## src/core/pin_qual_params.svh

```systemverilog
// Constants of the pin input qualifier and function multiplexer.
// Assumes inclusion by bare name from core design and testbench files.
`ifndef PIN_QUAL_PARAMS_SVH
`define PIN_QUAL_PARAMS_SVH

// Pin count and group size
`define PQ_NUM_PINS 32
`define PQ_GROUP_SIZE 8
`define PQ_NUM_GROUPS 4
`define PQ_PERIOD_W 8
`define PQ_NUM_PERIPH 21
`define PQ_NUM_ROUTE 4

// Register byte offsets on the APB
`define PQ_OFF_PERIOD 12'h000
`define PQ_OFF_QSEL_LO 12'h004
`define PQ_OFF_QSEL_HI 12'h008
`define PQ_OFF_MUX_LO 12'h00C
`define PQ_OFF_MUX_HI 12'h010
`define PQ_OFF_PIN_DATA 12'h014

// Reset values: plain synchronisation, all pins plain I/O
`define PQ_RST_PERIOD 32'h0000_0000
`define PQ_RST_QSEL 32'h0000_0000
`define PQ_RST_MUX 32'h0000_0000

// Forced level of each peripheral input when not routed from exactly one pin
`define PQ_PERIPH_DEFAULT 21'h1E_FFBF

// History depth of the sampling window
`define PQ_HIST_DEPTH 6

`endif

```

## src/core/pin_qual_pkg.sv

```systemverilog
// Types shared by the pin qualifier and function multiplexer.
// Assumes nothing of its surroundings.
package pin_qual_pkg;

    // Per-pin qualification choice
    typedef enum logic [1:0] {
        QUAL_SYNC  = 2'b00,
        QUAL_THREE = 2'b01,
        QUAL_SIX   = 2'b10,
        QUAL_ASYNC = 2'b11
    } qual_mode_e;

    // Per-pin function choice
    typedef enum logic [1:0] {
        FUNC_GPIO  = 2'b00,
        FUNC_PERI1 = 2'b01,
        FUNC_PERI2 = 2'b10,
        FUNC_PERI3 = 2'b11
    } func_sel_e;

endpackage

```

## src/core/pin_input_qualifier_and_mux.sv

```systemverilog
// Top of the pin input qualifier and peripheral input multiplexer.
// Assumes an APB master on pclk and asynchronous pin inputs.
//
// Chosen here: the register addresses and register access over APB.
`timescale 1ns/1ps
`include "pin_qual_params.svh"

// Notes on behaviour
// - Period zero: sample every clock
// - Period n: sample every 2n clocks
// - Eight pins share one period field
// - Select code 10 picks six samples
// - Six-sample window spans five periods
// - Short glitches never change qualified input in three/six-sample modes
// - Two-bit selector: I/O or three functions
// - 00 I/O; 01,10,11 functions; pin eight 17:16
// - Reserved selector never used; pin undefined
// - Missing peripheral makes its code reserved
// - Peripheral input may come from alternative pins
// - Zero or several sources force default
// - Defaults one, except sync and transmit-enable
// - Change passes after three/six agreeing samples
// - Three-sample window spans two periods
// - Reset: plain synchronisation on every pin
module pin_input_qualifier_and_mux #(
    parameter logic [`PQ_NUM_PERIPH-1:0] PERIPH_PRESENT = {`PQ_NUM_PERIPH{1'b1}}
) (
    input wire logic pclk,
    input wire logic presetn,
    input wire logic psel,
    input wire logic penable,
    input wire logic pwrite,
    input wire logic [11:0] paddr,
    input wire logic [31:0] pwdata,
    input wire logic [3:0] pstrb,
    output logic [31:0] prdata,
    output logic pready,
    output logic pslverr,
    input wire logic [`PQ_NUM_PINS-1:0] pin_in,
    output logic [`PQ_NUM_PINS-1:0] pin_data_in,
    output logic [`PQ_NUM_PERIPH-1:0] periph_in
);

    // Peripheral input indices:
    // 0-5 trip_zone_inputs 1-6, 6 pwm_sync_input, 7 capture_input,
    // 8 capture_unit_two, 9 encoder_phase_input A, 10 encoder phase B,
    // 11 encoder_strobe_input, 12 encoder_index_input,
    // 13 serial_in_from_master, 14 serial_out_to_master, 15 serial_clock_input,
    // 16 serial_transmit_enable_input, 17 uart_receive_input A, 18 uart B,
    // 19 can_receive_input A, 20 can B.
    // Route entry: {valid, code[1:0], pin[4:0]}
    localparam logic [7:0] ROUTE [0:`PQ_NUM_PERIPH-1][0:`PQ_NUM_ROUTE-1] = '{
        '{8'hAC, 8'h00, 8'h00, 8'h00},
        '{8'hAD, 8'h00, 8'h00, 8'h00},
        '{8'hAE, 8'h00, 8'h00, 8'h00},
        '{8'hAF, 8'h00, 8'h00, 8'h00},
        '{8'hF0, 8'h00, 8'h00, 8'h00},
        '{8'hF1, 8'h00, 8'h00, 8'h00},
        '{8'hC6, 8'h00, 8'h00, 8'h00},
        '{8'hE5, 8'hB8, 8'h00, 8'h00},
        '{8'hE7, 8'hB9, 8'h00, 8'h00},
        '{8'hB4, 8'h00, 8'h00, 8'h00},
        '{8'hB5, 8'h00, 8'h00, 8'h00},
        '{8'hB6, 8'h00, 8'h00, 8'h00},
        '{8'hB7, 8'h00, 8'h00, 8'h00},
        '{8'hB0, 8'h00, 8'h00, 8'h00},
        '{8'hB1, 8'h00, 8'h00, 8'h00},
        '{8'hB2, 8'h00, 8'h00, 8'h00},
        '{8'hB3, 8'h00, 8'h00, 8'h00},
        '{8'hBC, 8'h00, 8'h00, 8'h00},
        '{8'hCB, 8'hCF, 8'hD3, 8'hF7},
        '{8'hF2, 8'hBE, 8'h00, 8'h00},
        '{8'hCA, 8'hCD, 8'hD1, 8'hF5}
    };

    // Forced level of each peripheral input, one bit per index
    localparam logic [`PQ_NUM_PERIPH-1:0] PERIPH_DEFAULT = `PQ_PERIPH_DEFAULT;

    // Configuration registers
    logic [31:0] period_reg; // qual_period_control: four 8-bit fields
    logic [31:0] period_next;
    logic [31:0] qsel_lo_reg; // qual_sample_select, pins 0-15
    logic [31:0] qsel_lo_next;
    logic [31:0] qsel_hi_reg; // qual_sample_select, pins 16-31
    logic [31:0] qsel_hi_next;
    logic [31:0] mux_lo_reg; // port_a_func_select_low
    logic [31:0] mux_lo_next;
    logic [31:0] mux_hi_reg; // port_a_func_select_high
    logic [31:0] mux_hi_next;

    // APB answer registers
    logic [31:0] prdata_reg;
    logic [31:0] prdata_next;
    logic pready_reg;
    logic pready_next;
    logic pslverr_reg;
    logic pslverr_next;

    // Routed peripheral inputs
    logic [`PQ_NUM_PERIPH-1:0] periph_reg;
    logic [`PQ_NUM_PERIPH-1:0] periph_next;

    // Datapath nets
    logic [`PQ_NUM_GROUPS-1:0] group_strobe; // Sampling strobe per group
    logic [`PQ_NUM_PINS-1:0] qual_pin; // Qualified pin levels
    logic [1:0] func_sel [0:`PQ_NUM_PINS-1]; // Function selector per pin
    logic [1:0] qual_sel [0:`PQ_NUM_PINS-1]; // Qualification choice per pin
    logic access_done; // Access phase completes this edge
    logic addr_hit; // Address maps to a register
    logic [31:0] wr_mask; // Byte-lane write mask

    assign prdata = prdata_reg;
    assign pready = pready_reg;
    assign pslverr = pslverr_reg;
    assign periph_in = periph_reg;
    assign pin_data_in = qual_pin;

    // One divider per group of eight pins
    genvar g;
    generate
        for (g = 0; g < `PQ_NUM_GROUPS; g++) begin : gen_group
            qual_period_divider u_div (
                .pclk(pclk),
                .presetn(presetn),
                .period(period_reg[g*`PQ_PERIOD_W +: `PQ_PERIOD_W]),
                .strobe(group_strobe[g])
            );
        end
    endgenerate

    // Per-pin selector fields, synchroniser and qualifier
    genvar i;
    generate
        for (i = 0; i < `PQ_NUM_PINS; i++) begin : gen_pin
            if (i < 16) begin : gen_lo
                // Two bits per pin; pin eight sits at 17:16
                assign func_sel[i] = mux_lo_reg[2*i +: 2];
                assign qual_sel[i] = qsel_lo_reg[2*i +: 2];
            end else begin : gen_hi
                assign func_sel[i] = mux_hi_reg[2*(i-16) +: 2];
                assign qual_sel[i] = qsel_hi_reg[2*(i-16) +: 2];
            end
            pin_qualifier u_qual (
                .pclk(pclk),
                .presetn(presetn),
                .pin_raw(pin_in[i]),
                .sample_strobe(group_strobe[i / `PQ_GROUP_SIZE]), // Group-shared period
                .mode(pin_qual_pkg::qual_mode_e'(qual_sel[i])),
                .qualified(qual_pin[i])
            );
        end
    endgenerate

    // Peripheral input routing: exactly one source, else forced default
    genvar p;
    generate
        for (p = 0; p < `PQ_NUM_PERIPH; p++) begin : gen_periph
            always_comb begin
                logic [2:0] hits;
                logic level;
                hits = '0;
                level = 1'b0;
                for (int r = 0; r < `PQ_NUM_ROUTE; r++) begin
                    // Absent peripheral: its code acts as reserved
                    if (ROUTE[p][r][7] && PERIPH_PRESENT[p] &&
                        func_sel[ROUTE[p][r][4:0]] == ROUTE[p][r][6:5]) begin
                        // Alternative source pins
                        hits = hits + 3'h1;
                        level = qual_pin[ROUTE[p][r][4:0]];
                    end
                end
                if (hits == 3'h1) begin
                    periph_next[p] = level;
                end else begin
                    // Zero or several sources force the default
                    periph_next[p] = PERIPH_DEFAULT[p];
                end
            end
        end
    endgenerate

    // Register the routed peripheral inputs
    always_ff @(posedge pclk or negedge presetn) begin
        if (!presetn) begin
            periph_reg <= `PQ_PERIPH_DEFAULT;
        end else begin
            periph_reg <= periph_next;
        end
    end

    // Decode helpers for the APB slave
    assign access_done = psel && penable && pready_reg;
    assign wr_mask = {{8{pstrb[3]}}, {8{pstrb[2]}}, {8{pstrb[1]}}, {8{pstrb[0]}}};

    // Address decode
    always_comb begin
        case (paddr)
            `PQ_OFF_PERIOD,
            `PQ_OFF_QSEL_LO,
            `PQ_OFF_QSEL_HI,
            `PQ_OFF_MUX_LO,
            `PQ_OFF_MUX_HI,
            `PQ_OFF_PIN_DATA: begin
                addr_hit = 1'b1;
            end
            default: begin
                addr_hit = 1'b0;
            end
        endcase
    end

    // Next APB answer: one wait state, data and error valid with pready
    always_comb begin
        pready_next = psel && penable && !pready_reg;
        pslverr_next = 1'b0;
        prdata_next = prdata_reg;
        if (psel && penable && !pready_reg) begin
            pslverr_next = !addr_hit;
            prdata_next = 32'h0000_0000;
            if (!pwrite) begin
                case (paddr)
                    `PQ_OFF_PERIOD: begin
                        prdata_next = period_reg;
                    end
                    `PQ_OFF_QSEL_LO: begin
                        prdata_next = qsel_lo_reg;
                    end
                    `PQ_OFF_QSEL_HI: begin
                        prdata_next = qsel_hi_reg;
                    end
                    `PQ_OFF_MUX_LO: begin
                        prdata_next = mux_lo_reg;
                    end
                    `PQ_OFF_MUX_HI: begin
                        prdata_next = mux_hi_reg;
                    end
                    `PQ_OFF_PIN_DATA: begin
                        prdata_next = qual_pin;
                    end
                    default: begin
                        prdata_next = 32'h0000_0000;
                    end
                endcase
            end
        end
    end

    // Next configuration values on a completed write
    always_comb begin
        period_next = period_reg;
        qsel_lo_next = qsel_lo_reg;
        qsel_hi_next = qsel_hi_reg;
        mux_lo_next = mux_lo_reg;
        mux_hi_next = mux_hi_reg;
        if (access_done && pwrite) begin
            case (paddr)
                `PQ_OFF_PERIOD: begin
                    period_next = (period_reg & ~wr_mask) | (pwdata & wr_mask);
                end
                `PQ_OFF_QSEL_LO: begin
                    qsel_lo_next = (qsel_lo_reg & ~wr_mask) | (pwdata & wr_mask);
                end
                `PQ_OFF_QSEL_HI: begin
                    qsel_hi_next = (qsel_hi_reg & ~wr_mask) | (pwdata & wr_mask);
                end
                `PQ_OFF_MUX_LO: begin
                    // Reserved codes are stored as written; software avoids them
                    mux_lo_next = (mux_lo_reg & ~wr_mask) | (pwdata & wr_mask);
                end
                `PQ_OFF_MUX_HI: begin
                    mux_hi_next = (mux_hi_reg & ~wr_mask) | (pwdata & wr_mask);
                end
                default: begin
                    // Read-only or unmapped: no effect
                    period_next = period_reg;
                end
            endcase
        end
    end

    // Register configuration and APB answer
    always_ff @(posedge pclk or negedge presetn) begin
        if (!presetn) begin
            period_reg <= `PQ_RST_PERIOD;
            qsel_lo_reg <= `PQ_RST_QSEL; // Plain synchronisation after reset
            qsel_hi_reg <= `PQ_RST_QSEL;
            mux_lo_reg <= `PQ_RST_MUX;
            mux_hi_reg <= `PQ_RST_MUX;
            prdata_reg <= 32'h0000_0000;
            pready_reg <= 1'b0;
            pslverr_reg <= 1'b0;
        end else begin
            period_reg <= period_next;
            qsel_lo_reg <= qsel_lo_next;
            qsel_hi_reg <= qsel_hi_next;
            mux_lo_reg <= mux_lo_next;
            mux_hi_reg <= mux_hi_next;
            prdata_reg <= prdata_next;
            pready_reg <= pready_next;
            pslverr_reg <= pslverr_next;
        end
    end

endmodule

```

## src/core/pin_qualifier.sv

```systemverilog
// Synchroniser and sampling-window qualifier for one pin.
// Assumes the strobe comes from the group divider on the same clock.
`timescale 1ns/1ps
`include "pin_qual_params.svh"

module pin_qualifier (
    input wire logic pclk,
    input wire logic presetn,
    input wire logic pin_raw,
    input wire logic sample_strobe,
    input wire pin_qual_pkg::qual_mode_e mode,
    output logic qualified
);

    logic sync1_reg; // First synchroniser stage, read only by the second
    logic sync2_reg; // Synchronised pin level
    logic [`PQ_HIST_DEPTH-1:0] hist_reg; // Recent samples, newest in bit 0
    logic [`PQ_HIST_DEPTH-1:0] hist_next;
    logic q_reg; // Qualified level
    logic q_next;

    assign qualified = q_reg;

    // Next history and qualified level
    always_comb begin
        hist_next = hist_reg;
        if (sample_strobe) begin
            hist_next = {hist_reg[`PQ_HIST_DEPTH-2:0], sync2_reg};
        end
        q_next = q_reg; // Hold between qualifying events
        case (mode)
            pin_qual_pkg::QUAL_THREE: begin
                // Three agreeing samples, two periods wide
                if (&hist_reg[2:0]) begin
                    q_next = 1'b1;
                end else if (~|hist_reg[2:0]) begin
                    q_next = 1'b0;
                end
            end
            pin_qual_pkg::QUAL_SIX: begin
                // Six agreeing samples, five periods wide
                if (&hist_reg) begin
                    q_next = 1'b1;
                end else if (~|hist_reg) begin
                    q_next = 1'b0;
                end
            end
            default: begin
                // Synchronise only; async choice falls back to this
                q_next = sync2_reg;
            end
        endcase
    end

    // Register synchroniser, history and output
    always_ff @(posedge pclk or negedge presetn) begin
        if (!presetn) begin
            sync1_reg <= 1'b0;
            sync2_reg <= 1'b0;
            hist_reg <= '0;
            q_reg <= 1'b0;
        end else begin
            sync1_reg <= pin_raw;
            sync2_reg <= sync1_reg;
            hist_reg <= hist_next;
            q_reg <= q_next;
        end
    end

endmodule

```

## src/core/qual_period_divider.sv

```systemverilog
// Free-running divider producing the sampling strobe of one pin group.
// Assumes the period value comes from a register on the same clock.
`timescale 1ns/1ps
`include "pin_qual_params.svh"

module qual_period_divider (
    input wire logic pclk,
    input wire logic presetn,
    input wire logic [`PQ_PERIOD_W-1:0] period,
    output logic strobe
);

    logic [`PQ_PERIOD_W:0] count_reg; // Cycle counter
    logic [`PQ_PERIOD_W:0] count_next;
    logic strobe_reg; // Registered strobe
    logic strobe_next;
    logic [`PQ_PERIOD_W:0] last_count; // Terminal count, 2n-1

    assign last_count = {period, 1'b0} - {{`PQ_PERIOD_W{1'b0}}, 1'b1};
    assign strobe = strobe_reg;

    // Next counter and strobe
    always_comb begin
        if (period == '0) begin
            // Sample every cycle
            count_next = '0;
            strobe_next = 1'b1;
        end else if (count_reg >= last_count) begin
            // Wrap after 2n cycles
            count_next = '0;
            strobe_next = 1'b1;
        end else begin
            count_next = count_reg + {{`PQ_PERIOD_W{1'b0}}, 1'b1};
            strobe_next = 1'b0;
        end
    end

    // Register counter and strobe
    always_ff @(posedge pclk or negedge presetn) begin
        if (!presetn) begin
            count_reg <= '0;
            strobe_reg <= 1'b0;
        end else begin
            count_reg <= count_next;
            strobe_reg <= strobe_next;
        end
    end

endmodule

```

## config.mk

```make
export PLATFORM = sky130hd
export DESIGN_NAME = pin_input_qualifier_and_mux
export DESIGN_NICKNAME = d
export VERILOG_FILES = /design/src/core/pin_qual_pkg.sv /design/src/core/pin_input_qualifier_and_mux.sv /design/src/core/pin_qualifier.sv /design/src/core/qual_period_divider.sv
export VERILOG_INCLUDE_DIRS = /design/src /design/src/core
export SDC_FILE = /design/constraint.sdc
export NUM_CORES = 1
export LEC_CHECK = 0
export ABC_AREA = 1
export BUFFER_PORTS_ARGS = -buffer_cell sky130_fd_sc_hd__buf_4
export CORE_UTILIZATION = 50
export DETAILED_ROUTE_END_ITERATION = 10
export PLACE_DENSITY = 0.79
export SLEW_MARGIN = 25
export SYNTH_ARGS = -nofsm -noshare
export SYNTH_HDL_FRONTEND = slang
export SYNTH_HIERARCHICAL = 1
export SYNTH_SLANG_ARGS = --single-unit
```

## constraint.sdc

```tcl
create_clock -name pclk -period 2.7 [get_ports pclk]
set_input_delay 0.54 -clock pclk [delete_from_list [all_inputs] [get_ports pclk]]
set_output_delay 0.54 -clock pclk [all_outputs]
set_load 0.05 [all_outputs]
```

### After elaboration in Yosys (flattened, before gate mapping)

Cells that the tools add are included.

| operators by class | value |
|---|---|
| add/sub/neg operators | 17 |
| $lt $le $gt $ge | 4 |
| equality and inequality tests | 184 |
| multiplexer cells | 261 |
| bitwise gates (word level) | 12 |
| reduce and logical (&&, ||, !) cells | 177 |

Operator list:

| operator | number |
|---|---|
| $mux 1 | 210 |
| $reduce_or 6->1 | 33 |
| $and 32x32->32 | 6 |
| $ne 3x2->1 const B | 64 |
| $pmux 32 s6 | 1 |
| $reduce_and 6->1 | 32 |
| $or 32x32->32 | 5 |
| $eq 2x1->1 const B | 48 |
| $reduce_and 3->1 | 32 |
| $reduce_or 3->1 | 32 |
| $eq 2x2->1 const B | 46 |
| $reduce_and 2->1 | 37 |
| $mux 9 | 8 |
| $pmux 1 s2 | 32 |
| $eq 3x1->1 const B | 20 |
| $add 9x1->9 const B | 4 |
| $ge 9x9->1 | 4 |
| $sub 9x1->9 const B | 4 |
| $logic_not 8->1 | 4 |
| $mux 32 | 1 |
| $not 32->32 | 1 |
| $add 3x1->3 const B | 9 |
| $mux 3 | 9 |
| $eq 12x4->1 const B | 2 |
| 6 further kinds | 11 |

| storage, ports and cells | value |
|---|---|
| flip-flop bits (word level) | 543 |
| output and inout bits | 87 |
| word-level logic and storage cells | 800 |

### Depth between registers and ports, before layout

| depth | value |
|---|---|
| depth in word-level cells | 10 |
| mapped depth | 14 |
| depth with buffers taken out | 14 |

### Hierarchy

Netlist, hierarchy kept.

By module, submodules not included:

| module | times used | cells an instance | area an instance (um^2) |
|---|---|---|---|
| pin_qualifier | 32 | 54 | 435.4 |
| pin_input_qualifier_and_mux | 1 | 1303 | 10272.4 |
| qual_period_divider at gen_group[0].u_div ... | 3 | 110 | 817.0 |
| qual_period_divider at gen_group[3].u_div | 1 | 108 | 818.3 |

### Worst setup path before layout

No wires, ideal clock.

| timing | value |
|---|---|
| path type | register to register |
| start | reg (tool-made name) |
| end | reg gen_group[0].u_div.count_reg[0] |
| arrival time | 1.914 ns |
| setup slack | 0.712 ns |
| cell stages (with the launch flop) | 14 |
| path buffers | 0 |
| period minus slack after synthesis | 1.988 ns |
| path through | dfrtp_1 -> inv_1 -> ha_1 -> nand2_1 -> inv_1 -> nand3_1 -> xor2_1 -> inv_1 -> ha_1 -> nand2_1 -> inv_1 -> a21oi_1 -> nand4_4 -> nor2_1 |

RTL lines:

| element | line | text |
|---|---|---|
| end signal, assigned | qual_period_divider.sv:44 | `count_reg <= count_next;` |
| end, declared | qual_period_divider.sv:13 | `` logic [`PQ_PERIOD_W:0] count_reg; `` |

==> flow_results.org <==
** Pwr
- Largest vdd supply drop :: 504 uV
- Standby leakage power :: 0.0162 uW
- Total power per unit cell area :: between 500 and 600 mW/mm^2

** CTS
- No sink is reached through more buffers than the 3 on the longest clock path.
- At the later pin of the worst-skew pair, clock insertion delay measures ~0.62 ns.
- CTS tree :: yes
- CTS placed an instance of clkbuf_16 at the clock tree root.
- The clock tree synthesis step divided the H-tree into 2 levels.
- Clock-pin transition on the worst setup and hold timing paths :: 0.06 ns
- Setup bufs post-CTS :: 0
- For this design, the sink count on the clock tree is about 540.
- Counting the buffers created by CTS gives 56.

** Die
- In this run the count of I/O pins placed on the die edge is around 170.
- The total area inside the core boundary comes to 0.0540 mm^2.
- The floorplan step set the die width to roughly 240 um.
- DIE AREA :: 0.0559 mm^2
- Count of standard-cell rows :: 85
- For this configuration, the core starts out at a cell density of 50.9%.
- The floorplan step set the die height to 236 um.

** Run status
- The run finished with clean final reports.

** Route
- Final WL :: between 60,000 and 70,000 um
- ANT nets after route :: 0
- In the routed layout, each cell is associated on average with a via count of 5.18.
- For this block, the via count after detailed routing is 22,770.
- The pre-antenna-repair detailed-routing pass consisted of 8 iterations.
- After detailed routing, the average wire length per cell comes to 15.5 um.
- For this run, design rule violations remaining after detail routing come to 0.
- Number of DRC markers in iteration 0 :: 1,815

** STA
- For the pin with the worst max-slew slack, the measured transition is 0.801 ns.
- Worst hold-check slack :: 0.0336 ns
- Setup violations, final :: 0
- Setup_tns :: 0 ns
- Maximum operating frequency :: 437 MHz
- Headroom to the max-slew limit came out at between 40% and 50%.
- The number of pins exceeding their max-slew limit in the final report came to 0.
- The final hold violation count came to 0.
- Crit path time final :: 2.29 ns
- RSZ-0062 raised after global routing :: no
- For the final database, setup skew stands at 0.0154 ns.
- Fraction of the cycle the final worst path needs :: 84.7%

** Logic synthesis
- Synthesis produced a netlist with a net count of ~3,700.
- Post-synthesis instance area :: between 0.02 and 0.03 mm^2
- The synthesized design contains 0 enable-type register cells.
- Counting every instance in the synthesized netlist gives 3,469.
- Synthesis inferred 543 register bits.
- Async set or reset register ratio after synthesis :: 100%
- Most frequently used flop master after synthesis :: dfrtp_1
- During synthesis, Yosys emitted a total of 6 warnings.
- Fraction of the yosys area taken by sequential cells :: about 50%
- Mean cell area of the mapped netlist :: 7.92 um^2
- Post-synth cell types :: 35

** Run
- Reported max-cap violation count :: 0

** Layout
- Proportion of layout cells with a drive suffix above 1 :: 12.7%
- Final non-filler cell area :: 0.0317 mm^2
- Post-layout net count :: 3,846
- The finished layout holds 4,395 standard cells, fillers aside.
- Relative to the synthesized area, the layout overhead comes to 15.4%.
- Leaving out fill and tap cells, the most frequent cell in the layout is nand2_1.
- The top cell types in the final layout, fill and taps aside, are 945 x nand2_1, 520 x dfrtp_1, 481 x inv_1, 417 x nor2_1, 260 x nand3_1.

** Placement
- Sum of net half-perimeters after detailed placement :: 48,000 um
- Port Buffers :: 171
- Summing all placed instances gives a cell area of a little under 0.03 mm^2.
- The congestion estimate from routability-driven global placement came to 0.892.
- The number of placed instances, taps included, is 4,277.

** Setup path
- Count of buffer and inverter cells on the critical path :: 4
- Critical path data arrival time :: 2.83 ns
- STA puts the critical path data required time at 3.24 ns.
- The worst setup path is launched from a flip-flop.
- CP cell instances :: inv_1 -> ha_1 -> nand2_1 -> inv_1 -> nand3_1 -> xor2_1 -> inv_1 -> ha_1 -> nand2_1 -> inv_1 -> a21oi_1 -> nand4_4 -> nor2_1
- Category of cells accounting for the largest share of critical-path delay :: simple AND/OR/NAND/NOR gates
- Largest stage delay on the critical path :: between 0.4 and 0.5 ns
- Most Frequent Cell on Critical Path :: inv_1
- Worst path slowest cell :: dfrtp_1
- Length in cells of the worst reg-to-reg path :: 13
- Critical Path Fanout Max :: 10
- Category of the worst setup path capture point :: flip-flop
- Worst reg-to-reg setup slack :: 0.41 ns
- The worst setup path is of the flip-flop to flip-flop kind.
- The worst register-to-register path ends at gen_group[1].u_div/count_reg[8].

** Global route
- Antenna violations before repair :: 2
- Via count of the first global-routing pass :: 21,383
- GRT Resource Usage Total :: 24.7%
- Entering global routing, the biggest net connects 97 pins.
- Global-route congestion overflow total :: 0
- Global-route wire length before repair :: 111,000 um

** Worst hold path
- The worst hold path terminates at gen_pin[6].u_qual/sync1_reg.
- Cells on Worst Hold Path :: 1
- The startpoint identified for the worst hold timing path is pin_in[6].
- Path type of the worst min-delay path :: input pin to flip-flop
stage by stage:
| step | power (uW) | util (%) | worst slack, ns |
|---|---|---|---|
| after floorplan | 9120 | - | 0.712 |
| after global placement | 9640 | 54.8 | 0.488 |
| after detailed placement | 9670 | 54.8 | 0.436 |
| after CTS | 17800 | 58.7 | 0.425 |
| after global routing | 18300 | 58.7 | 0.159 |
| final | 17700 | 58.7 | 0.412 |
layer usage:
metal  wire length [um]  global-route usage, %
met3               5160                   4.46
met5                 12                      0
met1              29900                   33.9
met4               2020                   8.44
met2              31000                   39.4
logic make-up after synthesis:
family,Yosys count,synth area share [%]
AOI/OAI and AO/OA,409,8.12
xor gates and xnor gates,43,1.37
adders and majority gates,110,5.01
buffers and inverters,572,8.13
DFF,543,49.5
and+or+nand+nor,1792,27.8
final cells by class:
type / count / area [um^2]
multi-input cells: 2354 / 11600
clock buffers: 75 / 1570
clock inverters: 30 / 382
flip-flops and latches: 543 / 13600
fillers: 4692 / 22300
inverters: 483 / 1810
diodes: 1 / 2.50
repair buffers: 213 / 1800
well taps: 696 / 871
report_power, final:
| group | total (uW) | switching (uW) | internal (uW) |
|---|---|---|---|
| clock | 8170 | 3300 | 4860 |
| combinational | 929 | 631 | 298 |
| sequential | 8600 | 239 | 8360 |
Yosys cell counts (3+ instances only):
library cell | number | share of area [%]
nand3_1 | 260 | 4.7
nor2_4 | 11 | 0.45
o211ai_1 | 32 | 0.87
dfstp_2 | 19 | 1.8
ha_1 | 110 | 5.0
inv_1 | 481 | 6.6
nand4_4 | 4 | 0.31
buf_4 | 5 | 0.14
nand4_1 | 34 | 0.77
nand2_1 | 945 | 13
nand3_2 | 4 | 0.15
xor2_1 | 34 | 1.1
xnor2_1 | 9 | 0.29
nand2_2 | 59 | 1.3
buf_2 | 55 | 1.0
a211oi_1 | 3 | 0.082
dfrtp_1 | 524 | 48
a21oi_1 | 75 | 1.4
nor3_1 | 10 | 0.18
nor3_2 | 5 | 0.18
buf_1 | 14 | 0.19
o21ai_0 | 135 | 2.5
o21ai_1 | 136 | 2.5
o21ai_2 | 24 | 0.77
nor2_1 | 419 | 5.7
nor2_2 | 37 | 0.84
clkbuf_1 | 15 | 0.20
what timing repair did:
item | 4_1_cts | 5_1_grt
gates resized for setup | 0 | 0
hold buffers | 12 | 0
hold endpoints to repair | 56 | 0
worst max path at each step:
| stage | to | start | depth (start not counted) | slack [ns] |
|---|---|---|---|---|
| after floorplan | gen_group[0].u_div/count_reg[0] | flip-flop | 13 | 0.71 |
| after global placement | prdata[31] | paddr[9] | 11 | 0.49 |
| after detailed placement | flip-flop | paddr[9] | 7 | 0.44 |
| after CTS | gen_group[1].u_div/count_reg[8] | flip-flop | 13 | 0.42 |
| after global routing | gen_group[1].u_div/count_reg[0] | flip-flop | 13 | 0.16 |
| final | gen_group[1].u_div/count_reg[8] | flip-flop | 13 | 0.41 |
Power figures use the tool's default switching activity.
